===== src/core/ocsel_pkg.sv =====
package ocsel_pkg;
  // ==========================================
  // register map (byte addresses)
  localparam int NUM_PORTS = 6;
  localparam logic [15:0] PORT1_OVERCURRENT_SOURCE_ADDR = 16'h3c20;
  localparam logic [15:0] PORT2_OVERCURRENT_SOURCE_ADDR = 16'h3c24;
  localparam logic [15:0] PORT3_OVERCURRENT_SOURCE_ADDR = 16'h3c28;
  localparam logic [15:0] PORT4_OVERCURRENT_SOURCE_ADDR = 16'h3c2c;
  localparam logic [15:0] PORT5_OVERCURRENT_SOURCE_ADDR = 16'h3c30;
  localparam logic [15:0] PORT6_OVERCURRENT_SOURCE_ADDR = 16'h3c34;
  localparam logic [15:0] SOURCE_STRIDE = 16'h0004;
  localparam logic [15:0] EVENT_STATUS_ADDR = 16'h3c40;
  localparam logic [15:0] EVENT_CLEAR_ADDR = 16'h3c44;
  localparam logic [15:0] EVENT_ENABLE_ADDR = 16'h3c48;
  localparam logic [15:0] INDICATION_ADDR = 16'h3c4c;
  // ==========================================
  // field layout and reset values
  localparam int FIELD_LSB = 0;
  localparam int FIELD_W = 4;
  localparam logic [7:0] SOURCE_RESET = 8'h00;
  localparam logic [5:0] EVENT_RESET = 6'h00;
  localparam logic [31:0] UNMAPPED_READ = 32'h0000_0000;
  // ==========================================
  // source codes
  localparam logic [3:0] SRC_DISABLED = 4'h0;
  localparam logic [3:0] SRC_PIN = 4'h1;
  localparam logic [3:0] SRC_GPIO = 4'h2;
  localparam logic [3:0] SRC_FORCE = 4'hf;
endpackage


===== src/core/ocsel_cfg_if.sv =====
`timescale 1ns/1ps
interface ocsel_cfg_if;
  logic [7:0] source [6];
  logic [5:0] pin_sync;
  logic [5:0] gpio_sync;
  logic [5:0] indication;
  modport regs (output source, input indication);
  modport route (input source, input pin_sync, input gpio_sync, output indication);
  modport sync (output pin_sync, output gpio_sync);
endinterface


===== src/core/overcurrent_source_select.sv =====
// The implementer's own choice: the Avalon-MM register port.
`timescale 1ns/1ps
// How it works
// - each of ports 1 to 6 has an 8-bit register whose low four bits pick the sense source.
// - code 0000b marks the port disabled and it gives no indication.
// - code 0001b takes the indication from the port's dedicated sense pin.
// - code 0010b takes the indication from the port's general-purpose pin.
// - code 1111b forces the indication on for test.
// - the upper four bits are reserved, readable and writable, with no effect.
module overcurrent_source_select
  import ocsel_pkg::*;
(
  input wire logic MCLK_I, // 25 MHz clock
  input wire logic RESET_I, // synchronous reset, high
  input wire logic [15:0] AVS_ADDRESS_I, // byte address
  input wire logic AVS_READ_I, // read request
  input wire logic AVS_WRITE_I, // write request
  input wire logic [31:0] AVS_WRITEDATA_I, // write data
  input wire logic [3:0] AVS_BYTEENABLE_I, // byte enables
  output logic [31:0] AVS_READDATA_O, // read data
  output logic AVS_WAITREQUEST_O, // stall
  input wire logic [5:0] OVERCURRENT_SENSE_PIN_I, // dedicated sense pins
  input wire logic [5:0] OVERCURRENT_SENSE_GPIO_I, // general-purpose sense pins
  output logic [5:0] OVERCURRENT_SENSE_O, // per-port indication
  output logic IRQ_O // level interrupt
);
  ocsel_cfg_if cfg ();

  logic [7:0] source [6];
  logic [5:0] ind_q;
  logic [5:0] ev_status;
  logic [5:0] ev_enable;
  logic [5:0] ev_rise;
  logic [5:0] clr_mask;
  logic busy;
  logic req;
  logic [31:0] next_rdata;

  function automatic int port_index(input logic [15:0] a);
    int r;
    r = -1;
    for (int i = 0; i < NUM_PORTS; i++) begin
      if (a == PORT1_OVERCURRENT_SOURCE_ADDR + 16'(i) * SOURCE_STRIDE) begin
        r = i;
      end
    end
    return r;
  endfunction

  // ==========================================
  // submodules
  ocsel_sync u_sync (
    .clk_i(MCLK_I),
    .rst_i(RESET_I),
    .pin_i(OVERCURRENT_SENSE_PIN_I),
    .gpio_i(OVERCURRENT_SENSE_GPIO_I),
    .cfg(cfg.sync)
  );

  ocsel_route u_route (
    .clk_i(MCLK_I),
    .rst_i(RESET_I),
    .cfg(cfg.route)
  );

  for (genvar g = 0; g < NUM_PORTS; g++) begin : g_src
    assign cfg.source[g] = source[g];
  end

  // ==========================================
  // bus handshake: one wait cycle, answer on the second edge
  assign req = AVS_READ_I | AVS_WRITE_I;

  always_ff @(posedge MCLK_I) begin
    if (RESET_I) begin
      busy <= 1'b0;
    end else begin
      busy <= req & ~busy;
    end
  end

  always_ff @(posedge MCLK_I) begin
    if (RESET_I) begin
      AVS_WAITREQUEST_O <= 1'b1;
    end else begin
      AVS_WAITREQUEST_O <= ~(req & ~busy);
    end
  end

  // ==========================================
  // source registers, all eight bits stored
  always_ff @(posedge MCLK_I) begin
    if (RESET_I) begin
      for (int i = 0; i < NUM_PORTS; i++) begin
        source[i] <= SOURCE_RESET;
      end
    end else if (AVS_WRITE_I && busy && AVS_BYTEENABLE_I[0]) begin
      for (int i = 0; i < NUM_PORTS; i++) begin
        if (port_index(AVS_ADDRESS_I) == i) begin
          source[i] <= AVS_WRITEDATA_I[7:0];
        end
      end
    end
  end

  // ==========================================
  // events: rising indication sets sticky status
  always_ff @(posedge MCLK_I) begin
    if (RESET_I) begin
      ind_q <= 6'h00;
    end else begin
      ind_q <= cfg.indication;
    end
  end

  assign ev_rise = cfg.indication & ~ind_q;
  assign clr_mask = (AVS_WRITE_I && busy && AVS_ADDRESS_I == EVENT_CLEAR_ADDR
                     && AVS_BYTEENABLE_I[0]) ? AVS_WRITEDATA_I[5:0] : 6'h00;

  always_ff @(posedge MCLK_I) begin
    if (RESET_I) begin
      ev_status <= EVENT_RESET;
    end else begin
      // set wins over clear
      ev_status <= (ev_status & ~clr_mask) | ev_rise;
    end
  end

  always_ff @(posedge MCLK_I) begin
    if (RESET_I) begin
      ev_enable <= EVENT_RESET;
    end else if (AVS_WRITE_I && busy && AVS_ADDRESS_I == EVENT_ENABLE_ADDR
                 && AVS_BYTEENABLE_I[0]) begin
      ev_enable <= AVS_WRITEDATA_I[5:0];
    end
  end

  always_ff @(posedge MCLK_I) begin
    if (RESET_I) begin
      IRQ_O <= 1'b0;
    end else begin
      IRQ_O <= |(((ev_status & ~clr_mask) | ev_rise) & ev_enable);
    end
  end

  always_ff @(posedge MCLK_I) begin
    if (RESET_I) begin
      OVERCURRENT_SENSE_O <= 6'h00;
    end else begin
      OVERCURRENT_SENSE_O <= cfg.indication;
    end
  end

  // ==========================================
  // read mux
  always_comb begin
    next_rdata = UNMAPPED_READ;
    if (port_index(AVS_ADDRESS_I) >= 0) begin
      next_rdata = {24'h00_0000, source[port_index(AVS_ADDRESS_I)]};
    end else if (AVS_ADDRESS_I == EVENT_STATUS_ADDR) begin
      next_rdata = {26'h000_0000, ev_status};
    end else if (AVS_ADDRESS_I == EVENT_ENABLE_ADDR) begin
      next_rdata = {26'h000_0000, ev_enable};
    end else if (AVS_ADDRESS_I == INDICATION_ADDR) begin
      next_rdata = {26'h000_0000, cfg.indication};
    end
  end

  always_ff @(posedge MCLK_I) begin
    if (RESET_I) begin
      AVS_READDATA_O <= UNMAPPED_READ;
    end else if (AVS_READ_I && !busy) begin
      AVS_READDATA_O <= next_rdata;
    end
  end

  // ==========================================
  // checks
  property p_wait_one;
    @(posedge MCLK_I) disable iff (RESET_I)
    ($rose(req) && !busy) |=> !AVS_WAITREQUEST_O;
  endproperty
  a_wait_one: assert property (p_wait_one) else $error("no answer after one wait cycle");

  property p_write_store;
    @(posedge MCLK_I) disable iff (RESET_I)
    (AVS_WRITE_I && busy && AVS_BYTEENABLE_I[0]
     && AVS_ADDRESS_I == PORT1_OVERCURRENT_SOURCE_ADDR)
    |=> (source[0] == $past(AVS_WRITEDATA_I[7:0]));
  endproperty
  a_write_store: assert property (p_write_store) else $error("source write lost");

  property p_out_follows;
    @(posedge MCLK_I) disable iff (RESET_I)
    (source[0][3:0] == SRC_FORCE)[*3] |-> OVERCURRENT_SENSE_O[0];
  endproperty
  a_out_follows: assert property (p_out_follows) else $error("forced output missing");

  property p_irq;
    @(posedge MCLK_I) disable iff (RESET_I)
    (|(ev_status & ev_enable)) && clr_mask == 6'h00 |=> IRQ_O;
  endproperty
  a_irq: assert property (p_irq) else $error("interrupt not raised");

  property p_port2_upper;
    @(posedge MCLK_I) disable iff (RESET_I)
    (AVS_WRITE_I && busy && AVS_BYTEENABLE_I[0]
     && AVS_ADDRESS_I == PORT2_OVERCURRENT_SOURCE_ADDR)
    |=> (source[1][7:4] == $past(AVS_WRITEDATA_I[7:4]));
  endproperty
  a_port2_upper: assert property (p_port2_upper) else $error("upper bits not kept");

  property p_port6_store;
    @(posedge MCLK_I) disable iff (RESET_I)
    (AVS_WRITE_I && busy && AVS_BYTEENABLE_I[0]
     && AVS_ADDRESS_I == PORT6_OVERCURRENT_SOURCE_ADDR)
    |=> (source[5] == $past(AVS_WRITEDATA_I[7:0]));
  endproperty
  a_port6_store: assert property (p_port6_store) else $error("port 6 write lost");

  property p_lane_ignored;
    @(posedge MCLK_I) disable iff (RESET_I)
    (AVS_WRITE_I && busy && !AVS_BYTEENABLE_I[0]) |=> (source[0] == $past(source[0]));
  endproperty
  a_lane_ignored: assert property (p_lane_ignored) else $error("masked write stored");

  property p_enable_store;
    @(posedge MCLK_I) disable iff (RESET_I)
    (AVS_WRITE_I && busy && AVS_BYTEENABLE_I[0]
     && AVS_ADDRESS_I == EVENT_ENABLE_ADDR)
    |=> (ev_enable == $past(AVS_WRITEDATA_I[5:0]));
  endproperty
  a_enable_store: assert property (p_enable_store) else $error("enable write lost");

  property p_wait_single;
    @(posedge MCLK_I) disable iff (RESET_I)
    !AVS_WAITREQUEST_O |=> AVS_WAITREQUEST_O;
  endproperty
  a_wait_single: assert property (p_wait_single) else $error("waitrequest low too long");

  property p_wait_idle;
    @(posedge MCLK_I) disable iff (RESET_I)
    !req |=> AVS_WAITREQUEST_O;
  endproperty
  a_wait_idle: assert property (p_wait_idle) else $error("answer without request");

  property p_busy_one;
    @(posedge MCLK_I) disable iff (RESET_I)
    busy |=> !busy;
  endproperty
  a_busy_one: assert property (p_busy_one) else $error("busy longer than one cycle");

  property p_read_source;
    @(posedge MCLK_I) disable iff (RESET_I)
    (AVS_READ_I && !busy && AVS_ADDRESS_I == PORT3_OVERCURRENT_SOURCE_ADDR)
    |=> (AVS_READDATA_O == {24'h00_0000, $past(source[2])});
  endproperty
  a_read_source: assert property (p_read_source) else $error("source readback wrong");

  property p_read_status;
    @(posedge MCLK_I) disable iff (RESET_I)
    (AVS_READ_I && !busy && AVS_ADDRESS_I == EVENT_STATUS_ADDR)
    |=> (AVS_READDATA_O == {26'h000_0000, $past(ev_status)});
  endproperty
  a_read_status: assert property (p_read_status) else $error("status readback wrong");

  property p_read_clear;
    @(posedge MCLK_I) disable iff (RESET_I)
    (AVS_READ_I && !busy && AVS_ADDRESS_I == EVENT_CLEAR_ADDR)
    |=> (AVS_READDATA_O == UNMAPPED_READ);
  endproperty
  a_read_clear: assert property (p_read_clear) else $error("clear register readable");

  property p_rdata_hold;
    @(posedge MCLK_I) disable iff (RESET_I)
    !(AVS_READ_I && !busy) |=> $stable(AVS_READDATA_O);
  endproperty
  a_rdata_hold: assert property (p_rdata_hold) else $error("read data moved without read");

  property p_status_set;
    @(posedge MCLK_I) disable iff (RESET_I)
    (ev_rise != 6'h00) |=> ((ev_status & $past(ev_rise)) == $past(ev_rise));
  endproperty
  a_status_set: assert property (p_status_set) else $error("event not latched");

  property p_status_sticky;
    @(posedge MCLK_I) disable iff (RESET_I)
    (ev_status[0] && !clr_mask[0]) |=> ev_status[0];
  endproperty
  a_status_sticky: assert property (p_status_sticky) else $error("status bit lost");

  property p_status_clear;
    @(posedge MCLK_I) disable iff (RESET_I)
    (clr_mask[0] && !ev_rise[0]) |=> !ev_status[0];
  endproperty
  a_status_clear: assert property (p_status_clear) else $error("status bit not cleared");

  property p_irq_low;
    @(posedge MCLK_I) disable iff (RESET_I)
    ((ev_status & ev_enable) == 6'h00 && (ev_rise & ev_enable) == 6'h00) |=> !IRQ_O;
  endproperty
  a_irq_low: assert property (p_irq_low) else $error("interrupt without enabled event");

  property p_out_mirror;
    @(posedge MCLK_I) disable iff (RESET_I)
    1'b1 |=> (OVERCURRENT_SENSE_O == $past(cfg.indication));
  endproperty
  a_out_mirror: assert property (p_out_mirror) else $error("output not following route");

  property p_out_disabled;
    @(posedge MCLK_I) disable iff (RESET_I)
    (source[3][3:0] == SRC_DISABLED)[*3] |-> !OVERCURRENT_SENSE_O[3];
  endproperty
  a_out_disabled: assert property (p_out_disabled) else $error("disabled port output set");
endmodule


===== src/core/ocsel_sync.sv =====
`timescale 1ns/1ps
module ocsel_sync
  import ocsel_pkg::*;
(
  input wire logic clk_i, // system clock
  input wire logic rst_i, // synchronous reset
  input wire logic [5:0] pin_i, // raw dedicated pins
  input wire logic [5:0] gpio_i, // raw general-purpose pins
  ocsel_cfg_if.sync cfg // filtered levels
);
  logic [5:0] p1, p2, p3, g1, g2, g3;
  logic [5:0] pin_q, gpio_q;

  // ==========================================
  // three stages, a change counts once stages two and three agree
  always_ff @(posedge clk_i) begin
    if (rst_i) begin
      p1 <= 6'h00;
      p2 <= 6'h00;
      p3 <= 6'h00;
      g1 <= 6'h00;
      g2 <= 6'h00;
      g3 <= 6'h00;
    end else begin
      p1 <= pin_i;
      p2 <= p1;
      p3 <= p2;
      g1 <= gpio_i;
      g2 <= g1;
      g3 <= g2;
    end
  end

  always_ff @(posedge clk_i) begin
    if (rst_i) begin
      pin_q <= 6'h00;
      gpio_q <= 6'h00;
    end else begin
      pin_q <= (p2 & p3) | (pin_q & (p2 | p3));
      gpio_q <= (g2 & g3) | (gpio_q & (g2 | g3));
    end
  end

  assign cfg.pin_sync = pin_q;
  assign cfg.gpio_sync = gpio_q;
endmodule


===== src/core/ocsel_route.sv =====
`timescale 1ns/1ps
module ocsel_route
  import ocsel_pkg::*;
(
  input wire logic clk_i, // system clock
  input wire logic rst_i, // synchronous reset
  ocsel_cfg_if.route cfg // selects in, indications out
);
  logic [5:0] ind;

  function automatic logic pick(input logic [3:0] sel, input logic pin, input logic gpio);
    logic r;
    r = 1'b0;
    case (sel)
      SRC_PIN: r = pin;
      SRC_GPIO: r = gpio;
      SRC_FORCE: r = 1'b1;
      default: r = 1'b0;
    endcase
    return r;
  endfunction

  // ==========================================
  // per port source selection
  always_ff @(posedge clk_i) begin
    if (rst_i) begin
      ind <= 6'h00;
    end else begin
      for (int i = 0; i < NUM_PORTS; i++) begin
        ind[i] <= pick(cfg.source[i][FIELD_LSB +: FIELD_W], cfg.pin_sync[i], cfg.gpio_sync[i]);
      end
    end
  end

  assign cfg.indication = ind;

  for (genvar g = 0; g < NUM_PORTS; g++) begin : g_chk
    property p_force;
      @(posedge clk_i) disable iff (rst_i)
      (cfg.source[g][3:0] == SRC_FORCE) |=> ind[g];
    endproperty
    a_force: assert property (p_force) else $error("forced port not asserted");
    property p_disabled;
      @(posedge clk_i) disable iff (rst_i)
      (cfg.source[g][3:0] == SRC_DISABLED) |=> !ind[g];
    endproperty
    a_disabled: assert property (p_disabled) else $error("disabled port indicates");
    property p_pin;
      @(posedge clk_i) disable iff (rst_i)
      (cfg.source[g][3:0] == SRC_PIN) |=> (ind[g] == $past(cfg.pin_sync[g]));
    endproperty
    a_pin: assert property (p_pin) else $error("pin source not followed");
    property p_gpio;
      @(posedge clk_i) disable iff (rst_i)
      (cfg.source[g][3:0] == SRC_GPIO) |=> (ind[g] == $past(cfg.gpio_sync[g]));
    endproperty
    a_gpio: assert property (p_gpio) else $error("gpio source not followed");
  end
endmodule


===== config.mk =====
export PLATFORM = sky130hd
export DESIGN_NAME = overcurrent_source_select
export DESIGN_NICKNAME = d
export VERILOG_FILES = /design/src/core/ocsel_pkg.sv /design/src/core/ocsel_cfg_if.sv /design/src/core/overcurrent_source_select.sv /design/src/core/ocsel_sync.sv /design/src/core/ocsel_route.sv
export SDC_FILE = /design/constraint.sdc
export NUM_CORES = 1
export LEC_CHECK = 0
export BUFFER_PORTS_ARGS = -buffer_cell sky130_fd_sc_hd__buf_2
export CAP_MARGIN = 40
export CORE_MARGIN = 3
export CORE_UTILIZATION = 52
export CTS_BUF_LIST = sky130_fd_sc_hd__clkbuf_4 sky130_fd_sc_hd__clkbuf_8
export CTS_CLUSTER_DIAMETER = 40
export DETAILED_ROUTE_END_ITERATION = 16
export PLACE_DENSITY = 0.83
export SLEW_MARGIN = 40
export SYNTH_ARGS = -nofsm -noshare
export SYNTH_HDL_FRONTEND = slang
export SYNTH_SLANG_ARGS = --single-unit

===== constraint.sdc =====
create_clock -name MCLK_I -period 2.3 [get_ports MCLK_I]
set_input_delay 0.46 -clock MCLK_I [delete_from_list [all_inputs] [get_ports MCLK_I]]
set_output_delay 0.46 -clock MCLK_I [all_outputs]
set_load 0.03 [all_outputs]

==> out/metrics.yaml, run 1 <==
layout:
  fin_nets: 668
  antenna_cells: 0
  n_fill_cell: 830
  synthToLayoutAreaGrowth_pct: 13.7
  final_common_cell: "dfxtp_1"
  layout-drive-gt1-share: 0.219
  multi_input_area_sq_um: 2430
  final_cell_mix: "83 x dfxtp_1, 58 x nor2b_1, 56 x buf_2"
  seq_area_sq_um: 3100
synthesis:
  async_flop_share: 0
  synth_compound_area_frac: 0.116
  ys_ff_latch: 131
  seq_area_frac_synth: 0.541
  synth_mux_area_frac: 0.0380
  synth-xor-area-share: 0
  synth_edf_count: 48
  yosys_warnings: 0
  avgSynthCellArea_sq_um: 10.8
  synth_cell_type_count: 57
  synth_area_leaders: "dfxtp_1 29%, edfxtp_1 25%, nor2b_1 6.3%"
  synth_top_area_frac: 0.290
  syn_area_sq_um: 5740
  synth_top_family_by_area: "simple AND/OR/NAND/NOR gates"
  synth.largest_area_cell: "dfxtp_1"
  syn_inst: 529
  synth_adder_area_share: 0
  synthSimpleGateAreaFrac: 0.254
  synth_flop_cell: "dfxtp_1"
detailed_routing:
  wl_per_cell_microns: 16.5
  ant_nets: 0
  viasPerCell: 5.58
  dr.pass1.iters: 6
  via_count: 4182
  routed_wl_mm: 12.4
  drt_iter0_drc: 376
  route.detailed.drc: 0
placement:
  pre_cts_ws_ns: -0.0436
  gp_congestion: 0.868
  port_buffers: 56
  dp_hpwl_mm: 8.97
sta:
  rsz0062_at_grt: "false"
  hold_viol: 0
  worst_pin_slew_ns: 0.772
  period_share: 0.821
  period_needed_ns: 1.89
  max_freq_mhz: 530
  finalWorstSetupSlack_ns: 0.412
  relSlewSlack: 0.485
  slew_viol_final: 0
  fin_skew_ns: 0.00820
  finalSetupViolCount: 0
clocking:
  root_buffer: "clkbuf_8"
  cts_hold_buf: 0
  cts_buffer_depth: 2
  clkLatencyLatePin_ns: 0.43
  cts_setup_buffers: 0
  h-tree-depth: 4
  cts-buffers-inserted: 17
  cts.sinks: 131
  cts_tree: "built"
  cts-resized-gates: 0
  clk_pin_slew_ns: 0.08
worst_setup_path:
  r2r-start: "busy"
  rrSetupSlack_ns: 0.58
  path_buf_inv: 1
  rr_worst_depth: 4
  crit_arrival_ns: 1.98
  cp_top_family: "simple AND/OR/NAND/NOR gates"
  cp-end-kind: "flip-flop"
  critPathMaxStageDelay_ns: 0.40
  cp_cell_sequence: "buf_2 -> nor4b_4 -> nand4_1 -> nor3_4 -> a21o_1"
  worstSetupPathType: "in2reg"
  path_max_fanout: 8
  slowest_stage: "nor3_4"
  cp_data_required_time_ns: 2.40
  reg2reg_to: "source[0][2]"
  start_kind: "primary input"
job:
  cap_violations: 0
grt:
  grt_pass1_vias: 4215
  grt_pass1_wl_mm: 20.4
  grt.total_usage: 0.206
  antenna_found_initial: 0
  grt_max_degree: 56
  grt.overflow.total: 0
die:
  start_util: 0.546
  dieArea_sq_um: 12300
  die_y_microns: 111
  rows: 37
  coreArea_sq_um: 10500
  ios: 108
  die_w_microns: 111
power:
  leakagePower_nw: 2.58
  peakVddDrop_mv: 0.360
  powerDensity_nw_per_um2: 710
  power.total_w: 0.00463
worst_hold_path:
  whs_endpoint: "u_sync.g1[4]"
  hold_depth: 2
  hp-class: "in2reg"
  worstHoldStart: "OVERCURRENT_SENSE_GPIO_I[4]"
outcome:
  outcome: "complete, no violations"
-- area by class of cell --
type / instances / share of cell area
Inverter: 5 / 0.00288
Multi-Input combinational cell: 372 / 0.373
Clock buffer: 17 / 0.0359
Tap cell: 136 / 0.0261
Clock inverter: 15 / 0.0224
Sequential cell: 131 / 0.476
Timing Repair Buffer: 73 / 0.0645
-- power by group --
part           switching, W  total [W]  internal (W)
clock network      0.000954    0.00184      0.000886
registers         0.0000332    0.00249       0.00246
logic              0.000204   0.000297     0.0000930
total               0.00119    0.00463       0.00344
-- metal layers --
| metal | up-vias | global-route usage | share of wire |
|---|---|---|---|
| met5 | - | 0 | 0 |
| met4 | 0 | 0.0916 | 0.014 |
| met3 | 22 | 0.0448 | 0.074 |
| met2 | 188 | 0.354 | 0.51 |
| met1 | 1975 | 0.246 | 0.41 |
| li1 | 1997 | - | - |
-- sequential cells by signal, indices dropped and copies added (netlist names) --
signal                  count
u_sync.g3                   6
OVERCURRENT_SENSE_O         6
u_sync.cfg.pin_sync         6
u_route.cfg.indication      6
u_sync.g2                   6
ev_status                   6
u_sync.p1                   6
u_sync.p3                   6
source                     48
IRQ_O                       1
AVS_READDATA_O              8
u_sync.p2                   6
ev_enable                   6
u_sync.g1                   6
AVS_WAITREQUEST_O           1
u_sync.cfg.gpio_sync        6
busy                        1
-- cell families (layout without fill, tap and decap cells) --
kind of cell | count (synthesis) | in the layout
compound gates | 105 | 105
flops | 131 | 131
other cells | 1 | 24
buf+inv | 49 | 110
mux | 18 | 18
simple gates | 225 | 225
-- stage by stage --
stage	instance area (sq um)	util	TNS (ns)	std cells	hold WS [ns]
5_1_grt	6520	0.621	0	749	0.227
3_5_place_dp	6140	0.584	-0.473	717	0.420
6_report	6520	0.621	0	749	0.238
3_3_place_gp	6140	0.584	0	717	0.424
4_1_cts	6520	0.621	0	749	0.208
2_1_floorplan	5820	-	0	552	0.414
-- how the worst max path moves through the flow --
stage	startpoint	endpoint	slack (ns)	cells past startpoint
final	AVS_ADDRESS_I[1]	source[0][2]	0.41	5
after global routing	AVS_ADDRESS_I[1]	source[0][2]	0.30	5
after CTS	AVS_ADDRESS_I[1]	source[0][2]	0.43	5
after detailed placement	AVS_ADDRESS_I[1]	source[0][2]	-0.04	5
after global placement	AVS_ADDRESS_I[1]	source[0][2]	0.04	5
after floorplan	AVS_ADDRESS_I[1]	source[2][0]	0.11	5
-- Yosys cell counts, drive strengths merged, types with 3 or more instances --
| master | count |
|---|---|
| nor4 | 3 |
| or4 | 5 |
| mux2 | 10 |
| a211o | 6 |
| edfxtp | 48 |
| and4 | 3 |
| dfxtp | 83 |
| mux2i | 6 |
| nor2 | 25 |
| buf | 31 |
| and2 | 49 |
| nor4b | 10 |
| nand2 | 30 |
| and3 | 15 |
| nand3 | 11 |
| and4b | 3 |
| nor3 | 3 |
| a211oi | 3 |
| inv | 5 |
| o311ai | 6 |
| clkbuf | 13 |
| nand4 | 4 |
| nor2b | 58 |
| a21oi | 27 |
| a21boi | 12 |
| a22oi | 7 |
| a31oi | 10 |
| o21ai | 26 |
Note: power is estimated with default switching activity, not from simulation.
==> inputs of run 2 (changes only) <==
--- a/config.mk
+++ b/config.mk
@@ -5,14 +5,15 @@
 export SDC_FILE = /design/constraint.sdc
 export NUM_CORES = 1
 export LEC_CHECK = 0
+export ABC_AREA = 1
 export BUFFER_PORTS_ARGS = -buffer_cell sky130_fd_sc_hd__buf_2
 export CAP_MARGIN = 40
 export CORE_MARGIN = 3
-export CORE_UTILIZATION = 52
+export CORE_UTILIZATION = 58
 export CTS_BUF_LIST = sky130_fd_sc_hd__clkbuf_4 sky130_fd_sc_hd__clkbuf_8
 export CTS_CLUSTER_DIAMETER = 40
 export DETAILED_ROUTE_END_ITERATION = 16
-export PLACE_DENSITY = 0.83
+export PLACE_DENSITY = 0.87
 export SLEW_MARGIN = 40
 export SYNTH_ARGS = -nofsm -noshare
 export SYNTH_HDL_FRONTEND = slang
==> constraint.sdc (replaced) <==
create_clock -name MCLK_I -period 1.8 [get_ports MCLK_I]
set_input_delay 0.36 -clock MCLK_I [delete_from_list [all_inputs] [get_ports MCLK_I]]
set_output_delay 0.36 -clock MCLK_I [all_outputs]
set_load 0.03 [all_outputs]
==> out/metrics.yaml, run 2 <==
outcome:
  outcome: "complete, no violations"
worst_setup_path:
  cp-end-kind: "flip-flop"
  critPathMaxStageDelay_ns: 0.33  # -0.07 ns
  cp_data_required_time_ns: 1.89  # -0.51 ns
  worstSetupPathType: "reg2reg"
  cp_top_family: "simple AND/OR/NAND/NOR gates"
  path_max_fanout: 8  # unchanged
  cp_cell_sequence: "nand3_1 -> inv_1 -> nand3_1 -> nor3_2 -> nand2_1 -> nand2_1"
  reg2reg_to: "source[3][5]"
  path_buf_inv: 1  # unchanged
  crit_arrival_ns: 1.74  # -0.24 ns
  slowest_stage: "dfxtp_1"
  start_kind: "flip-flop"
  r2r-start: "busy"
  rrSetupSlack_ns: 0.15  # -0.43 ns
  rr_worst_depth: 6  # +2
worst_hold_path:
  hold_depth: 3  # +1
  hp-class: "in2reg"
  worstHoldStart: "OVERCURRENT_SENSE_GPIO_I[2]"
  whs_endpoint: "u_sync.g1[2]"
synthesis:
  synth-xor-area-share: 0  # unchanged
  synth.largest_area_cell: "dfxtp_1"
  yosys_warnings: 0  # unchanged
  synth_cell_type_count: 30  # -47%
  synth_flop_cell: "dfxtp_1"
  synth_top_area_frac: 0.285  # -0.00436
  synth_adder_area_share: 0  # unchanged
  ys_ff_latch: 131  # unchanged
  seq_area_frac_synth: 0.533  # -0.00814
  async_flop_share: 0  # unchanged
  synth_edf_count: 48  # unchanged
  synth_top_cells_by_count: "139 x nor2_1, 115 x nand2_1, 99 x inv_1"
  synth_top_family_by_area: "simple AND/OR/NAND/NOR gates"
  synthSimpleGateAreaFrac: 0.263  # +0.00908
  synth_area_leaders: "dfxtp_1 29%, edfxtp_1 25%, nor2_1 9.0%"
  synth_mux_area_frac: 0  # -0.0380
  synth_compound_area_frac: 0.0862  # -0.0301
  synth_most_common_cell: "nor2_1"
  syn_area_sq_um: 5820  # +1.5%
  avgSynthCellArea_sq_um: 8.03  # -26%
  syn_inst: 725  # +37%
die:
  dieArea_sq_um: 11300  # -8.5%
  ios: 108  # unchanged
  start_util: 0.613  # +0.0670
  die_w_microns: 106  # -4.3%
  die_y_microns: 106  # -4.3%
  rows: 35  # -5.4%
  coreArea_sq_um: 9500  # -9.6%
grt:
  grt_max_degree: 32  # -43%
  grt.overflow.total: 0  # unchanged
  grt_pass1_wl_mm: 24.2  # +19%
  grt_pass1_vias: 5224  # +24%
  antenna_found_initial: 0  # unchanged
  grt.total_usage: 0.271  # +0.0658
sta:
  fin_skew_ns: 0.0134  # +0.00517 ns
  hold_viol: 0  # unchanged
  tns_ns: 0  # unchanged
  relSlewSlack: 0.619  # +0.133
  finalSetupViolCount: 0  # unchanged
  period_share: 0.919
  max_freq_mhz: 605
  period_needed_ns: 1.65
  worst_pin_slew_ns: 0.568  # -0.204 ns
  rsz0062_at_grt: "false"
  slew_viol_final: 0  # unchanged
layout:
  largest_reg_flops: 48  # unchanged
  fin_nets: 903  # +35%
  top_regs: "source (48), AVS_READDATA_O (8)"
  largest-register: "source"
  layout-drive-gt1-share: 0.208  # -0.0110
  synthToLayoutAreaGrowth_pct: 20.1
  n_fill_cell: 662  # -20%
  utilization: 0.736  # +0.115
  final_common_cell: "nor2_1"
  antenna_cells: 0  # unchanged
  final_cell_mix: "139 x nor2_1, 115 x nand2_1, 99 x inv_1"
power:
  p_sw_w: 0.00160  # +34%
  powerDensity_nw_per_um2: 893  # +26%
  leakagePower_nw: 3.22  # +25%
  seq_power_share: 0.513  # -0.025
  internal_power_w: 0.00465  # +35%
  power_frac_comb: 0.073  # +0.009
  swShare: 0.256  # -0.00135
  clkPwrFrac: 0.415  # +0.017
  power.total_w: 0.00625  # +35%
  peakVddDrop_mv: 0.922  # +160%
detailed_routing:
  route.detailed.drc: 0  # unchanged
  routed_wl_mm: 14.7  # +19%
  dr.pass1.iters: 6  # unchanged
  viasPerCell: 5.41  # -3.2%
  wl_per_cell_microns: 15.1  # -8.7%
  ant_nets: 0  # unchanged
  via_count: 5281  # +26%
  drt_iter0_drc: 581  # +55%
clocking:
  cts_tree: "built"
  root_buffer: "clkbuf_8"
  clk_pin_slew_ns: 0.08  # about the same
  cts_hold_buf: 0  # unchanged
  cts-buffers-inserted: 17  # unchanged
  h-tree-depth: 4  # unchanged
  cts.sinks: 131  # unchanged
  cts-resized-gates: 0  # unchanged
  clkLatencyLatePin_ns: 0.44  # about the same
  cts_setup_buffers: 0  # unchanged
  cts_buffer_depth: 2  # unchanged
job:
  cap_violations: 0  # unchanged
placement:
  dp_hpwl_mm: 10.0  # +12%
  port_buffers: 56  # unchanged
  gp_congestion: 0.909  # +4.7%
[run 2: cell count changes after synthesis, sizes merged, moves of 12 or more]
| cell | before | now |
|---|---|---|
| nor2 | 25 | 146 |
| a21oi | 27 | 39 |
| o21ai | 26 | 42 |
| nand4 | 4 | 28 |
| and2 | 49 | 0 |
| and3 | 15 | 0 |
| a21boi | 12 | 0 |
| nand2 | 30 | 123 |
| inv | 5 | 106 |
| nor2b | 58 | 0 |
| nand3 | 11 | 42 |
[run 2: per-layer routing]
metal | global-route usage | up-vias | share of wire
met3 | 0.0571 | 58 | 0.088
met2 | 0.469 | 300 | 0.49
met4 | 0.116 | 0 | 0.040
met1 | 0.327 | 2410 | 0.38
li1 | - | 2513 | -
met5 | 0 | - | 0
[run 2: worst max path at each step]
| stage | end | depth (start not counted) | startpoint | slack [ns] |
|---|---|---|---|---|
| global placement | source[3][3] | 11 | AVS_ADDRESS_I[15] | -0.17 |
| finish | source[3][5] | 6 | busy | 0.15 |
| detailed placement | AVS_READDATA_O[6] | 13 | AVS_ADDRESS_I[15] | -0.23 |
| global route | AVS_READDATA_O[4] | 12 | AVS_ADDRESS_I[9] | 0.008 |
| floorplan | source[5][0] | 6 | AVS_ADDRESS_I[15] | 0.02 |
| CTS | IRQ_O | 9 | busy | 0.08 |
[run 2: logic make-up (layout without fill, tap and decap cells)]
kind of cell    Yosys count  count (layout)
compound gates           94              94
simple gates            348             348
other cells               1              24
flops                   131             131
buf+inv                 151             251
[run 2: tightest hold or removal path: cells and delay by family]
family                 cells  cell delay, ns
buffers and inverters      2            0.13
and+or+nand+nor            1            0.03
[run 2: power groups by stage]
stage	Sequential (W)	Clock (W)	Combinational, W
4_1_cts	0.00320	0.00260	0.000451
6_report	0.00320	0.00259	0.000455
5_1_grt	0.00321	0.00272	0.000496
3_5_place_dp	0.00327	0	0.000444
3_3_place_gp	0.00326	0	0.000427
2_1_floorplan	0.00328	0	0.000288
[run 2: layout make-up]
cell class / count / area, sq um / area share
flip-flops and latches: 131 / 3100 / 0.444
multi-input cells: 466 / 2140 / 0.306
repair buffers: 113 / 783 / 0.112
inverters: 106 / 398 / 0.0569
clock buffers: 20 / 269 / 0.0385
well taps: 129 / 161 / 0.0231
clock inverters: 12 / 143 / 0.0204
[run 2: through the flow]
stage,setup slack (ns),area (sq um),hold WS [ns],instances
6_report,0.146,7000,0.116,977
5_1_grt,0.00804,7000,0.119,977
4_1_cts,0.0802,6990,0.104,977
3_5_place_dp,-0.232,6580,0.394,945
3_3_place_gp,-0.171,6580,0.392,945
2_1_floorplan,0.0179,5920,0.388,748
